--- src/design/pgrc_pkg.sv ---
package pgrc_pkg;

  // ----------------------------------------
  // Clock and timing
  // ----------------------------------------
  localparam int CLK_FREQ_MHZ = 40;
  localparam int STANDBY_IDLE_NS = 70;
  localparam int POST_RESET_HOLD_NS = 120;
  localparam int WARM_MIN_NS = 150;
  localparam int POR_MIN_MS = 1;
  localparam int FLASH_ABORT_US = 25;
  // Least times round up, longest times round down
  localparam int STANDBY_CYC = (STANDBY_IDLE_NS * CLK_FREQ_MHZ + 999) / 1000;
  localparam int HOLD_CYC = (POST_RESET_HOLD_NS * CLK_FREQ_MHZ) / 1000;
  localparam int WARM_MIN_CYC = (WARM_MIN_NS * CLK_FREQ_MHZ + 999) / 1000;
  localparam int POR_MIN_CYC = POR_MIN_MS * CLK_FREQ_MHZ * 1000;
  localparam int FLASH_ABORT_CYC = FLASH_ABORT_US * CLK_FREQ_MHZ;

  // ----------------------------------------
  // Power-mode register zero fields
  // ----------------------------------------
  localparam int PMR_WIDTH = 8;
  localparam logic [7:0] PMR_RESET = 8'h00;
  localparam int PMR0_FAST_OFF_BIT = 3;
  localparam int PMR0_ARRAY_CLK_BLOCK_BIT = 4;
  localparam int PMR0_MC_CLK_BLOCK_BIT = 5;

  // ----------------------------------------
  // Power-mode register two fields
  // ----------------------------------------
  localparam int PMR2_LOW_ADDR_BLOCK_BIT = 0;
  localparam int PMR2_CTRL0_BLOCK_BIT = 2;
  localparam int PMR2_CTRL1_BLOCK_BIT = 3;
  localparam int PMR2_CTRL2_BLOCK_BIT = 4;
  localparam int PMR2_STROBE_BLOCK_BIT = 5;
  localparam int PMR2_HBWE_BLOCK_BIT = 6;

  // ----------------------------------------
  // Memory-mapping register and idle counter
  // ----------------------------------------
  localparam int MAP_WIDTH = 8;
  localparam logic [7:0] MAP_RESET = 8'h00;
  localparam int MAP_SRAM_BIT = 0;
  localparam int MAP_PERIPH_BIT = 7;
  localparam int IDLE_WIDTH = 4;
  localparam logic [3:0] IDLE_LIMIT = 4'hF;

  typedef enum logic [2:0] {RS_COLD, RS_POR, RS_WARM, RS_HOLD, RS_RUN} pgrc_rst_state_t;

endpackage

--- src/design/pgrc_ctl_if.sv ---
`timescale 1ns/10ps
interface pgrc_ctl_if;
  logic clk_tick;
  logic strobe;
  logic auto_en;
  logic polarity;
  logic wake;
  logic powerdown;
  logic [3:0] idle_count;
  logic pin_low;
  logic por_pulse;
  logic warm_pulse;
  logic in_reset;
  logic cfg_loaded;

  modport idle (input clk_tick, strobe, auto_en, polarity, wake, output powerdown, idle_count);
  modport rstc (input pin_low, output por_pulse, warm_pulse, in_reset, cfg_loaded);
  modport top (output clk_tick, strobe, auto_en, polarity, wake, pin_low,
               input powerdown, idle_count, por_pulse, warm_pulse, in_reset, cfg_loaded);
endinterface

--- src/design/pgrc_idle_counter.sv ---
`timescale 1ns/10ps
module pgrc_idle_counter (
  // Clock and reset
  input wire logic clk,
  input wire logic rst,
  // Control
  pgrc_ctl_if.idle ctl
);
  logic strobe_prev_r;
  logic [3:0] cnt_r;
  logic [3:0] cnt_nxt;
  logic pd_r;
  logic strobe_edge;
  logic clear_cnt;

  assign strobe_edge = ctl.strobe != strobe_prev_r;
  assign clear_cnt = !ctl.auto_en || strobe_edge || ctl.wake || (ctl.strobe != ctl.polarity);

  always_ff @(posedge clk) begin
    if (rst) begin
      strobe_prev_r <= 1'b0;
    end else begin
      strobe_prev_r <= ctl.strobe;
    end
  end

  always_comb begin
    cnt_nxt = cnt_r;
    if (clear_cnt) begin
      cnt_nxt = 4'h0;
    end else if (ctl.clk_tick && cnt_r != pgrc_pkg::IDLE_LIMIT) begin
      cnt_nxt = cnt_r + 4'h1;
    end
  end

  always_ff @(posedge clk) begin
    if (rst) begin
      cnt_r <= 4'h0;
      pd_r <= 1'b0;
    end else begin
      cnt_r <= cnt_nxt;
      pd_r <= cnt_nxt == pgrc_pkg::IDLE_LIMIT;
    end
  end

  assign ctl.powerdown = pd_r;
  assign ctl.idle_count = cnt_r;

  a_idle_edge_clear: assert property (@(posedge clk) disable iff (rst)
    strobe_edge |=> (cnt_r == 4'h0 && !pd_r)) else $error("idle count survived strobe edge");
  a_idle_pd_after: assert property (@(posedge clk) disable iff (rst)
    $rose(pd_r) |-> ($past(cnt_r) == 4'hE && $past(ctl.clk_tick) && $past(ctl.auto_en)))
    else $error("powerdown raised before fifteen clocks");
endmodule

--- src/design/pgrc_reset_seq.sv ---
`timescale 1ns/10ps
module pgrc_reset_seq #(
  parameter int POR_MIN = pgrc_pkg::POR_MIN_CYC
) (
  // Clock and reset
  input wire logic clk,
  input wire logic rst,
  // Control
  pgrc_ctl_if.rstc ctl
);
  localparam int CW = $clog2(POR_MIN + 1);
  localparam logic [CW-1:0] POR_N = CW'(POR_MIN);
  localparam logic [CW-1:0] WARM_N = CW'(pgrc_pkg::WARM_MIN_CYC);
  localparam logic [CW-1:0] HOLD_N = CW'(pgrc_pkg::HOLD_CYC);
  localparam logic [CW-1:0] ONE = CW'(1);

  pgrc_pkg::pgrc_rst_state_t state_r;
  logic [CW-1:0] cnt_r;
  logic por_r;
  logic warm_r;
  logic in_reset_r;
  logic cfg_r;

  always_ff @(posedge clk) begin
    if (rst) begin
      state_r <= pgrc_pkg::RS_COLD;
      cnt_r <= '0;
      por_r <= 1'b0;
      warm_r <= 1'b0;
    end else begin
      por_r <= 1'b0;
      warm_r <= 1'b0;
      case (state_r)
        pgrc_pkg::RS_COLD: begin
          if (ctl.pin_low) begin
            state_r <= pgrc_pkg::RS_POR;
            cnt_r <= ONE;
          end
        end
        pgrc_pkg::RS_POR: begin
          if (ctl.pin_low) begin
            if (cnt_r != POR_N) cnt_r <= cnt_r + ONE;
            por_r <= cnt_r == POR_N - ONE;
          end else if (cnt_r == POR_N) begin
            state_r <= pgrc_pkg::RS_HOLD;
            cnt_r <= ONE;
          end else begin
            state_r <= pgrc_pkg::RS_COLD;
          end
        end
        pgrc_pkg::RS_WARM: begin
          if (ctl.pin_low) begin
            if (cnt_r != WARM_N) cnt_r <= cnt_r + ONE;
            warm_r <= cnt_r == WARM_N - ONE;
          end else if (cnt_r == WARM_N) begin
            state_r <= pgrc_pkg::RS_HOLD;
            cnt_r <= ONE;
          end else begin
            state_r <= in_reset_r ? pgrc_pkg::RS_HOLD : pgrc_pkg::RS_RUN;
            cnt_r <= ONE;
          end
        end
        pgrc_pkg::RS_HOLD: begin
          if (ctl.pin_low) begin
            state_r <= pgrc_pkg::RS_WARM;
            cnt_r <= ONE;
          end else if (cnt_r == HOLD_N) begin
            state_r <= pgrc_pkg::RS_RUN;
          end else begin
            cnt_r <= cnt_r + ONE;
          end
        end
        pgrc_pkg::RS_RUN: begin
          if (ctl.pin_low) begin
            state_r <= pgrc_pkg::RS_WARM;
            cnt_r <= ONE;
          end
        end
        default: begin
          state_r <= pgrc_pkg::RS_COLD;
        end
      endcase
    end
  end

  always_ff @(posedge clk) begin
    if (rst) begin
      in_reset_r <= 1'b1;
      cfg_r <= 1'b0;
    end else begin
      if (por_r || warm_r) in_reset_r <= 1'b1;
      else if (state_r == pgrc_pkg::RS_HOLD && cnt_r == HOLD_N && !ctl.pin_low) in_reset_r <= 1'b0;
      if (por_r) cfg_r <= 1'b1;
    end
  end

  assign ctl.por_pulse = por_r;
  assign ctl.warm_pulse = warm_r;
  assign ctl.in_reset = in_reset_r;
  assign ctl.cfg_loaded = cfg_r;

  a_hold_exit_bound: assert property (@(posedge clk) disable iff (rst)
    $fell(ctl.pin_low) && in_reset_r && cfg_r |-> ##[1:6] !in_reset_r || ctl.pin_low)
    else $error("post-reset hold overran");
  a_warm_min_len: assert property (@(posedge clk) disable iff (rst)
    $rose(warm_r) |-> $past(ctl.pin_low, 5)) else $error("warm reset taken on short pulse");
endmodule

--- src/design/pgrc_top.sv ---
`timescale 1ns/10ps
// ----------------------------------------
// ----------------------------------------
module pgrc_top #(
  parameter int POR_MIN_CYCLES = pgrc_pkg::POR_MIN_CYC
) (
  // Clock and reset
  input wire logic CLOCK,
  input wire logic RST,
  // Device pins
  input wire logic RESET_N,
  input wire logic ADDRESS_STROBE_IN,
  input wire logic DEVICE_CLOCK_IN,
  input wire logic CHIP_SELECT_N,
  input wire logic [7:0] LOW_ADDR,
  input wire logic CONTROL_IN_ZERO,
  input wire logic CONTROL_IN_ONE,
  input wire logic CONTROL_IN_TWO,
  input wire logic HIGH_BYTE_WRITE_ENABLE,
  input wire logic SUPPLY_LOW,
  // Configuration
  input wire logic AUTO_IDLE_SHUTDOWN,
  input wire logic STROBE_POLARITY,
  input wire logic [7:0] MAP_DEFAULT,
  // Register writes
  input wire logic PMR_ZERO_WRITE,
  input wire logic PMR_TWO_WRITE,
  input wire logic MAP_WRITE,
  input wire logic [7:0] REG_WDATA,
  // Flash status
  input wire logic FLASH_BUSY,
  // Register contents
  output logic [7:0] POWER_MODE_REG_ZERO,
  output logic [7:0] POWER_MODE_REG_TWO,
  output logic [7:0] MEMORY_MAP_SELECT_REG,
  // Power state
  output logic POWERDOWN_ACTIVE,
  output logic [3:0] IDLE_COUNT,
  output logic FAST_MODE,
  output logic ARRAY_STANDBY,
  // Logic array inputs
  output logic [7:0] ARRAY_LOW_ADDR,
  output logic [2:0] ARRAY_CONTROL,
  output logic ARRAY_STROBE,
  output logic ARRAY_HIGH_BYTE_WE,
  output logic ARRAY_CLOCK,
  output logic MACROCELL_CLOCK,
  // Memory enables
  output logic PRIMARY_FLASH_EN,
  output logic SECONDARY_FLASH_EN,
  output logic SRAM_EN,
  output logic IO_BLOCK_EN,
  // Reset effects
  output logic DEVICE_IN_RESET,
  output logic GPIO_FORCE_INPUT,
  output logic ADDR_OUT_ENABLE,
  output logic DATA_PORT_ENABLE,
  output logic PERIPH_ENABLE,
  output logic ARRAY_OUT_VALID,
  output logic MACROCELL_CLEAR,
  output logic MACROCELL_USE_EQUATIONS,
  output logic OTHER_REGS_CLEAR,
  // Flash control
  output logic FLASH_ABORT,
  output logic FLASH_FORCE_READ,
  output logic FLASH_WRITE_INHIBIT
);
  localparam logic [2:0] STANDBY_N = 3'(pgrc_pkg::STANDBY_CYC);

  function automatic logic [2:0] sat_inc(input logic [2:0] v, input logic [2:0] lim);
    sat_inc = (v == lim) ? v : v + 3'h1;
  endfunction

  // ----------------------------------------
  // Pin synchronisers
  // ----------------------------------------
  logic [16:0] pin_s1_r;
  logic [16:0] pin_s2_r;
  logic rst_pin_low;
  logic strobe_s;
  logic dclk_s;
  logic cs_n_s;
  logic supply_low_s;
  logic hbwe_s;
  logic [2:0] ctrl_s;
  logic [7:0] addr_s;
  logic dclk_prev_r;

  always_ff @(posedge CLOCK) begin
    if (RST) begin
      pin_s1_r <= 17'h1_2000;
      pin_s2_r <= 17'h1_2000;
    end else begin
      pin_s1_r <= {RESET_N, ADDRESS_STROBE_IN, DEVICE_CLOCK_IN, CHIP_SELECT_N, SUPPLY_LOW,
                   HIGH_BYTE_WRITE_ENABLE, CONTROL_IN_TWO, CONTROL_IN_ONE, CONTROL_IN_ZERO, LOW_ADDR};
      pin_s2_r <= pin_s1_r;
    end
  end

  assign rst_pin_low = !pin_s2_r[16];
  assign strobe_s = pin_s2_r[15];
  assign dclk_s = pin_s2_r[14];
  assign cs_n_s = pin_s2_r[13];
  assign supply_low_s = pin_s2_r[12];
  assign hbwe_s = pin_s2_r[11];
  assign ctrl_s = pin_s2_r[10:8];
  assign addr_s = pin_s2_r[7:0];

  always_ff @(posedge CLOCK) begin
    if (RST) begin
      dclk_prev_r <= 1'b0;
    end else begin
      dclk_prev_r <= dclk_s;
    end
  end

  // ----------------------------------------
  // Idle counter and reset sequencer
  // ----------------------------------------
  pgrc_ctl_if ctl ();

  assign ctl.clk_tick = dclk_s && !dclk_prev_r;
  assign ctl.strobe = strobe_s;
  assign ctl.auto_en = AUTO_IDLE_SHUTDOWN;
  assign ctl.polarity = STROBE_POLARITY;
  assign ctl.wake = !cs_n_s || rst_pin_low;
  assign ctl.pin_low = rst_pin_low;

  pgrc_idle_counter u_idle (
    .clk(CLOCK),
    .rst(RST),
    .ctl(ctl.idle)
  );

  pgrc_reset_seq #(
    .POR_MIN(POR_MIN_CYCLES)
  ) u_rst (
    .clk(CLOCK),
    .rst(RST),
    .ctl(ctl.rstc)
  );

  logic pd;
  logic in_reset;
  assign pd = ctl.powerdown;
  assign in_reset = ctl.in_reset;
  assign POWERDOWN_ACTIVE = ctl.powerdown;
  assign IDLE_COUNT = ctl.idle_count;
  assign DEVICE_IN_RESET = ctl.in_reset;
  assign ARRAY_OUT_VALID = ctl.cfg_loaded;

  // ----------------------------------------
  // Registers
  // ----------------------------------------
  logic [7:0] pmr0_r;
  logic [7:0] pmr2_r;
  logic [7:0] map_r;

  always_ff @(posedge CLOCK) begin
    if (RST) begin
      pmr0_r <= pgrc_pkg::PMR_RESET;
      pmr2_r <= pgrc_pkg::PMR_RESET;
    end else if (ctl.por_pulse) begin
      pmr0_r <= pgrc_pkg::PMR_RESET;
      pmr2_r <= pgrc_pkg::PMR_RESET;
    end else if (!in_reset && !ctl.warm_pulse) begin
      if (PMR_ZERO_WRITE) pmr0_r <= REG_WDATA;
      if (PMR_TWO_WRITE) pmr2_r <= REG_WDATA;
    end
  end

  // map default with two bits cleared
  always_ff @(posedge CLOCK) begin
    if (RST) begin
      map_r <= pgrc_pkg::MAP_RESET;
    end else if (ctl.por_pulse || ctl.warm_pulse) begin
      map_r <= MAP_DEFAULT;
      map_r[pgrc_pkg::MAP_SRAM_BIT] <= 1'b0;
      map_r[pgrc_pkg::MAP_PERIPH_BIT] <= 1'b0;
    end else if (MAP_WRITE && !in_reset) begin
      map_r <= REG_WDATA;
    end
  end

  assign POWER_MODE_REG_ZERO = pmr0_r;
  assign POWER_MODE_REG_TWO = pmr2_r;
  assign MEMORY_MAP_SELECT_REG = map_r;

  // ----------------------------------------
  // Logic array input gating
  // ----------------------------------------
  logic [7:0] arr_addr_r;
  logic [2:0] arr_ctrl_r;
  logic arr_strobe_r;
  logic arr_hbwe_r;
  logic arr_clk_r;
  logic mc_clk_r;

  always_ff @(posedge CLOCK) begin
    if (RST) begin
      arr_addr_r <= 8'h00;
      arr_ctrl_r <= 3'h0;
      arr_strobe_r <= 1'b0;
      arr_hbwe_r <= 1'b0;
    end else begin
      arr_addr_r <= addr_s & {8{!pmr2_r[pgrc_pkg::PMR2_LOW_ADDR_BLOCK_BIT] && !pd}};
      arr_ctrl_r[0] <= ctrl_s[0] && !pmr2_r[pgrc_pkg::PMR2_CTRL0_BLOCK_BIT];
      arr_ctrl_r[1] <= ctrl_s[1] && !pmr2_r[pgrc_pkg::PMR2_CTRL1_BLOCK_BIT];
      arr_ctrl_r[2] <= ctrl_s[2] && !pmr2_r[pgrc_pkg::PMR2_CTRL2_BLOCK_BIT];
      arr_strobe_r <= strobe_s && !pmr2_r[pgrc_pkg::PMR2_STROBE_BLOCK_BIT];
      arr_hbwe_r <= hbwe_s && !pmr2_r[pgrc_pkg::PMR2_HBWE_BLOCK_BIT];
    end
  end

  // Gating here does not reach the idle counter, which takes the raw tick
  always_ff @(posedge CLOCK) begin
    if (RST) begin
      arr_clk_r <= 1'b0;
      mc_clk_r <= 1'b0;
    end else begin
      arr_clk_r <= dclk_s && !pmr0_r[pgrc_pkg::PMR0_ARRAY_CLK_BLOCK_BIT];
      mc_clk_r <= dclk_s && !pmr0_r[pgrc_pkg::PMR0_MC_CLK_BLOCK_BIT];
    end
  end

  assign ARRAY_LOW_ADDR = arr_addr_r;
  assign ARRAY_CONTROL = arr_ctrl_r;
  assign ARRAY_STROBE = arr_strobe_r;
  assign ARRAY_HIGH_BYTE_WE = arr_hbwe_r;
  assign ARRAY_CLOCK = arr_clk_r;
  assign MACROCELL_CLOCK = mc_clk_r;

  // ----------------------------------------
  // Array speed and standby
  // ----------------------------------------
  logic [14:0] arr_prev_r;
  logic [14:0] arr_now;
  logic [2:0] stable_r;
  logic standby_r;
  logic fast_r;

  assign arr_now = {arr_addr_r, arr_ctrl_r, arr_strobe_r, arr_hbwe_r, arr_clk_r, mc_clk_r};

  always_ff @(posedge CLOCK) begin
    if (RST) begin
      arr_prev_r <= 15'h0000;
      stable_r <= 3'h0;
      standby_r <= 1'b0;
    end else begin
      arr_prev_r <= arr_now;
      stable_r <= (arr_now != arr_prev_r) ? 3'h0 : sat_inc(stable_r, STANDBY_N);
      standby_r <= pmr0_r[pgrc_pkg::PMR0_FAST_OFF_BIT] && arr_now == arr_prev_r && stable_r >= STANDBY_N - 3'h1;
    end
  end

  always_ff @(posedge CLOCK) begin
    if (RST) begin
      fast_r <= 1'b1;
    end else begin
      fast_r <= !pmr0_r[pgrc_pkg::PMR0_FAST_OFF_BIT];
    end
  end

  assign ARRAY_STANDBY = standby_r;
  assign FAST_MODE = fast_r;

  // ----------------------------------------
  // Memory select
  // ----------------------------------------
  logic mem_en_r;
  logic io_en_r;

  always_ff @(posedge CLOCK) begin
    if (RST) begin
      mem_en_r <= 1'b0;
      io_en_r <= 1'b0;
    end else begin
      mem_en_r <= !cs_n_s && !pd && !in_reset;
      io_en_r <= !cs_n_s && !in_reset;
    end
  end

  assign PRIMARY_FLASH_EN = mem_en_r;
  assign SECONDARY_FLASH_EN = mem_en_r;
  assign SRAM_EN = mem_en_r;
  assign IO_BLOCK_EN = io_en_r;

  // ----------------------------------------
  // Pin and macrocell reset effects
  // ----------------------------------------
  logic gpio_in_r;
  logic addr_oe_r;
  logic data_oe_r;
  logic mc_clr_r;
  logic mc_eq_r;
  logic other_clr_r;

  // Address out is undefined in power-down; released here for least current
  always_ff @(posedge CLOCK) begin
    if (RST) begin
      gpio_in_r <= 1'b1;
      addr_oe_r <= 1'b0;
      data_oe_r <= 1'b0;
    end else begin
      gpio_in_r <= in_reset;
      addr_oe_r <= !in_reset && !pd;
      data_oe_r <= !in_reset && !pd;
    end
  end

  always_ff @(posedge CLOCK) begin
    if (RST) begin
      mc_clr_r <= 1'b0;
      mc_eq_r <= 1'b0;
      other_clr_r <= 1'b0;
    end else begin
      mc_clr_r <= ctl.por_pulse;
      mc_eq_r <= (in_reset && ctl.cfg_loaded) || pd;
      other_clr_r <= ctl.por_pulse || ctl.warm_pulse;
    end
  end

  assign GPIO_FORCE_INPUT = gpio_in_r;
  assign ADDR_OUT_ENABLE = addr_oe_r;
  assign DATA_PORT_ENABLE = data_oe_r;
  assign PERIPH_ENABLE = data_oe_r;
  assign MACROCELL_CLEAR = mc_clr_r;
  assign MACROCELL_USE_EQUATIONS = mc_eq_r;
  assign OTHER_REGS_CLEAR = other_clr_r;

  // ----------------------------------------
  // Flash control
  // ----------------------------------------
  logic abort_r;
  logic force_rd_r;
  logic wr_inh_r;

  always_ff @(posedge CLOCK) begin
    if (RST) begin
      abort_r <= 1'b0;
      force_rd_r <= 1'b1;
      wr_inh_r <= 1'b1;
    end else begin
      abort_r <= rst_pin_low && FLASH_BUSY;
      force_rd_r <= rst_pin_low || in_reset;
      wr_inh_r <= supply_low_s || in_reset;
    end
  end

  assign FLASH_ABORT = abort_r;
  assign FLASH_FORCE_READ = force_rd_r;
  assign FLASH_WRITE_INHIBIT = wr_inh_r;

  // ----------------------------------------
  // Checks
  // ----------------------------------------
  a_pmr_warm_keep: assert property (@(posedge CLOCK) disable iff (RST)
    ctl.warm_pulse |=> $stable(pmr0_r) && $stable(pmr2_r)) else $error("power-mode changed on warm reset");
  a_pmr_por_clear: assert property (@(posedge CLOCK) disable iff (RST)
    ctl.por_pulse |=> pmr0_r == 8'h00 && pmr2_r == 8'h00) else $error("power-mode kept on power-on");
  a_map_reset_bits: assert property (@(posedge CLOCK) disable iff (RST)
    ctl.por_pulse || ctl.warm_pulse |=> !map_r[0] && !map_r[7]) else $error("map bits not cleared");
  a_fast_mode_bit: assert property (@(posedge CLOCK) disable iff (RST)
    ##1 fast_r == !$past(pmr0_r[3])) else $error("fast mode not following bit 3");
  a_chip_select_gate: assert property (@(posedge CLOCK) disable iff (RST)
    cs_n_s |=> !mem_en_r) else $error("memory enabled while deselected");
  a_array_clock_gate: assert property (@(posedge CLOCK) disable iff (RST)
    pmr0_r[4] |=> !arr_clk_r) else $error("array clock not gated");
  a_standby_wait: assert property (@(posedge CLOCK) disable iff (RST)
    $rose(standby_r) |-> $past(arr_now == arr_prev_r, 1) && $past(arr_now == arr_prev_r, 3))
    else $error("standby before quiet interval");
  a_flash_abort_time: assert property (@(posedge CLOCK) disable iff (RST)
    rst_pin_low && FLASH_BUSY |-> ##[1:2] abort_r) else $error("flash cycle not aborted");
  a_reset_pin_state: assert property (@(posedge CLOCK) disable iff (RST)
    in_reset |=> gpio_in_r && !addr_oe_r && !data_oe_r) else $error("pins driven in reset");
  a_array_block_bits: assert property (@(posedge CLOCK) disable iff (RST)
    pmr2_r[0] |=> arr_addr_r == 8'h00) else $error("address byte not blocked");
endmodule

--- config.mk ---
export PLATFORM = sky130hd
export DESIGN_NAME = pgrc_top
export DESIGN_NICKNAME = d
export VERILOG_FILES = /design/src/design/pgrc_pkg.sv /design/src/design/pgrc_ctl_if.sv /design/src/design/pgrc_idle_counter.sv /design/src/design/pgrc_reset_seq.sv /design/src/design/pgrc_top.sv
export SDC_FILE = /design/constraint.sdc
export NUM_CORES = 1
export LEC_CHECK = 0
export BUFFER_PORTS_ARGS = -buffer_cell sky130_fd_sc_hd__buf_2
export CAP_MARGIN = 20
export CORE_MARGIN = 2
export CORE_UTILIZATION = 55
export DETAILED_ROUTE_END_ITERATION = 10
export PLACE_DENSITY = 0.8
export RECOVER_POWER = 25
export SETUP_SLACK_MARGIN = 0.15
export SLEW_MARGIN = 20
export SYNTH_ARGS = -nofsm -noshare
export SYNTH_HDL_FRONTEND = slang
export SYNTH_SLANG_ARGS = --single-unit
--- constraint.sdc ---
create_clock -name CLOCK -period 4.7 [get_ports CLOCK]
set_input_delay 0.47 -clock CLOCK [delete_from_list [all_inputs] [get_ports CLOCK]]
set_output_delay 0.47 -clock CLOCK [all_outputs]
set_load 0.01 [all_outputs]
==> results by group <==
Synth
  – Synth area leader: dfxtp_1
  – Post-synthesis cell area: 5182 um2
  – Cells after Synth: 524
  – Seq cells post-synth: 133
  – Syn_area_per_cell: 9.890 um2
  – Area share of the largest cell type after synthesis: 51.38%
  – Async SR Flop Fraction: 0%
  – EDFF count, synth: 0
  – Ys Warns: 0
  – Post-synthesis sequential area ratio: 51.38%
  – Top_reg_cell synth: dfxtp_1
  – Syn nets: 573
  – Top cells by area, synth: dfxtp_1 (51%), nor2b_1 (6.9%), mux2i_1 (5.0%)
  – Cell variety after synth: 57

Setup path
  – Critical Path RT: 5.08 ns
  – R2r setup slk: 1.87 ns
  – Worst Reg2Reg Path Length in Cells: 5
  – Worst r2r src: u_rst.cnt_r[7]
  – Critical path fanouts, max: 54
  – R2r endpoint: u_rst.cnt_r[3]
  – CP Class: input port to flop
  – Startpoint Class: input port
  – Worst Path Arrival: 3.61 ns
  – Crit end category: flop

CTS
  – CTS Hold Bufs: 0
  – CTS Sinks: 133
  – CTS tree: yes
  – Clk slew on worst S/H paths: 0.06 ns
  – CTS H-tree lvls: 4
  – Clk root buf: clkbuf_8
  – CTS buffer count: 17
  – Clk buf depth: 2
  – Clock Latency Late Sink: 0.52 ns
  – Cts repair resizes: 0
  – Post-CTS setup buffer count: 0

Timing
  – Worst-margin pin slew: 2.163 ns
  – Fmax: 310.2 MHz
  – Hold_ws: 0.1478 ns
  – Final setup viols: 0
  – Slew margin rel.: -44.22%
  – Tcrit/Tclk final: 68.58%
  – Fin. Hold Viols: 0
  – Setup TNS: 0 ns
  – RSZ-0062 raised after global routing: no
  – Min Tclk post-route: 3.223 ns
  – Slew Viols, Final: 55
  – Post-Route Skew: 0.02430 ns

Final layout
  – Nets@finish: 658
  – ANT cells: 0
  – Post-layout util: 68.23%
  – Synthesis-to-layout area growth: 21.08%
  – Share of post-route cells with drive strength above 1: 24.60%
  – Final std cells w/o fill: 733

Global routing
  – Largest net degree at the start of global routing: 55
  – Vias in the first global route: 3659
  – Total GRT Usage: 21.91%
  – Grt ovf: 0
  – First-pass GRT wire length: 17.57 mm
  – Initial antenna violation count: 0

Drt
  – Initial DRC count: 174
  – Drc violations: 0
  – Via count: 4005
  – Antenna-violating nets left: 0
  – Post-DR wirelength/cell: 15.23 um
  – Final WL: 11.16 mm
  – Router iterations before antenna repair: 5
  – Vias/cell: 5.464

Worst hold path
  – Hold Crit Depth: 2
  – End of the worst hold path: pin_s1_r[16]
  – Hold path start: RESET_N
  – Min-Delay Path Class: input port to flop

Outcome
  – Status: finished with violations
  – Violated checks: max-capacitance violations, max-slew violations

Pwr
  – Pleak: 2.670 nW
  – Max rail drop VDD: 268.9 uV
  – Design Power: 2.625 mW
  – P per Cell Area: 418.4 nW/um2

Die
  – Initial core utilization: 56.35%
  – Area of the core: 9196 um2
  – # rows: 35
  – Die Span Y: 101.1 um
  – Die outline width: 101.1 um
  – IO Pins: 103
  – Die area: 10220 um2

Placed design
  – I/O Buffers: 100
  – Post-DP HPWL: 7.574 mm
  – Placed Instances: 701
  – GPL Wtd Cong: 0.8616

Run
  – Max cap viols: 1
-- through the flow --
stage / setup slack, ns / cell area [um2]
after floorplan: 2.485 / 5182
after global placement: 2.062 / 5657
after detailed placement: 1.958 / 5657
after CTS: 1.935 / 6280
after global routing: 1.107 / 6275
final: 1.477 / 6275
-- placed cells by master, fill, tap and decap left out, types with 3 or more instances in the layout --
master / n
dfxtp_1: 133
buf_2: 99
nor2b_1: 57
nor2_1: 50
mux2i_1: 26
xor2_1: 18
nand2_1: 17
clkbuf_16: 16
nand3_1: 13
nor3b_1: 13
a21oi_1: 13
nor3_1: 11
inv_1: 10
nor4_1: 10
o211ai_1: 10
nand4_1: 8
a211oi_1: 8
and2_1: 8
ha_1: 8
nand2b_1: 7
or2_2: 6
inv_6: 6
o31ai_1: 5
o31ai_2: 5
and3_1: 4
o21ai_0: 4
inv_8: 4
and4_1: 3
nand3b_1: 3
or3_1: 3
a31oi_1: 3
bufinv_16: 3
-- cells in the mapped netlist, types with 2 or more instances --
cell type	instances
nor2b_1	57
and4_1	3
clkbuf_1	17
o31a_1	2
nand3b_1	3
o41ai_1	2
o21ai_0	4
nand2_1	17
buf_2	4
or2_2	6
o311ai_0	2
mux2i_1	26
xor2_1	18
dfxtp_1	133
ha_1	8
a211oi_1	9
nor4_1	10
o211ai_1	10
o31ai_2	5
buf_6	4
nand4_1	8
nor2_1	50
nor3b_1	13
or3_1	3
nor4b_1	2
a21oi_1	13
a31oi_1	3
nand3_1	13
o31ai_1	5
and2_1	8
nor3_1	11
buf_1	7
and3_1	4
inv_1	10
o2111ai_1	2
nand2b_1	7
buf_4	5
-- worst max-delay path: stages --
cell	delay, ns
clkbuf_1	0.89
clkbuf_1	1.61
nor4_1	0.23
nand4_1	0.30
nor2_1	0.07
-- logic make-up (layout without fill, tap and decap cells) --
kind of cell               after synthesis  count (layout)  share of synthesized area [%]
AOI/OAI and AO/OA                       66              66                          9.464
xor gates and xnor gates                18              18                          3.042
adders and majority gates                8               8                          1.932
buffers and inverters                   48             146                          4.515
DFF                                    133             133                          51.38
muxes                                   27              27                          5.239
and+or+nand+nor                        224             224                          24.43
-- final cells by class --
cell class	count	area (um2)
sequential	133	2663
multi-input combinational	343	2291
fill	693	2922
timing repair buffer	103	518.0
clock buffer	17	414.1
clock inverter	15	209.0
tap	111	138.9
inverter	11	41.29
-- metal layers --
metal	GRT usage [%]	vias to the layer above	part of all wire, %
li1	-	1989	-
met1	27.26	1867	46
met2	36.63	137	48
met3	5.062	12	5.1
met4	8.836	0	1.2
met5	0	-	0
-- state kept, by name (all words and copies together) (netlist names), 3 cells and up --
register               cells
u_rst.cnt_r               16
stable_r                   3
u_idle.ctl.idle_count      4
pin_s2_r                  17
arr_prev_r                15
ARRAY_LOW_ADDR             8
pin_s1_r                  17
POWER_MODE_REG_ZERO        8
MEMORY_MAP_SELECT_REG      8
ARRAY_CONTROL              3
u_rst.state_r              3
POWER_MODE_REG_TWO         8
-- how the worst max path moves through the flow --
| stage | start | end | slack (ns) | cells past startpoint |
|---|---|---|---|---|
| finish | RST | stable_r[0] | 1.48 | 5 |
| global route | RST | stable_r[1] | 1.11 | 5 |
| CTS | u_rst.cnt_r[7] | u_rst.cnt_r[3] | 1.93 | 5 |
| detailed placement | u_rst.cnt_r[0] | u_rst.cnt_r[3] | 1.96 | 7 |
| global placement | u_rst.cnt_r[7] | u_rst.cnt_r[1] | 2.06 | 5 |
| floorplan | u_rst.cnt_r[0] | u_rst.cnt_r[9] | 2.48 | 9 |
-- report_power, final --
group	internal, mW	switching, mW	total [mW]
Combinational	0.0363	0.0450	0.0813
Sequential	1.15	0.0129	1.16
Clock	0.836	0.546	1.38
Total	2.02	0.604	2.63
(Power assumes the default switching activity.)
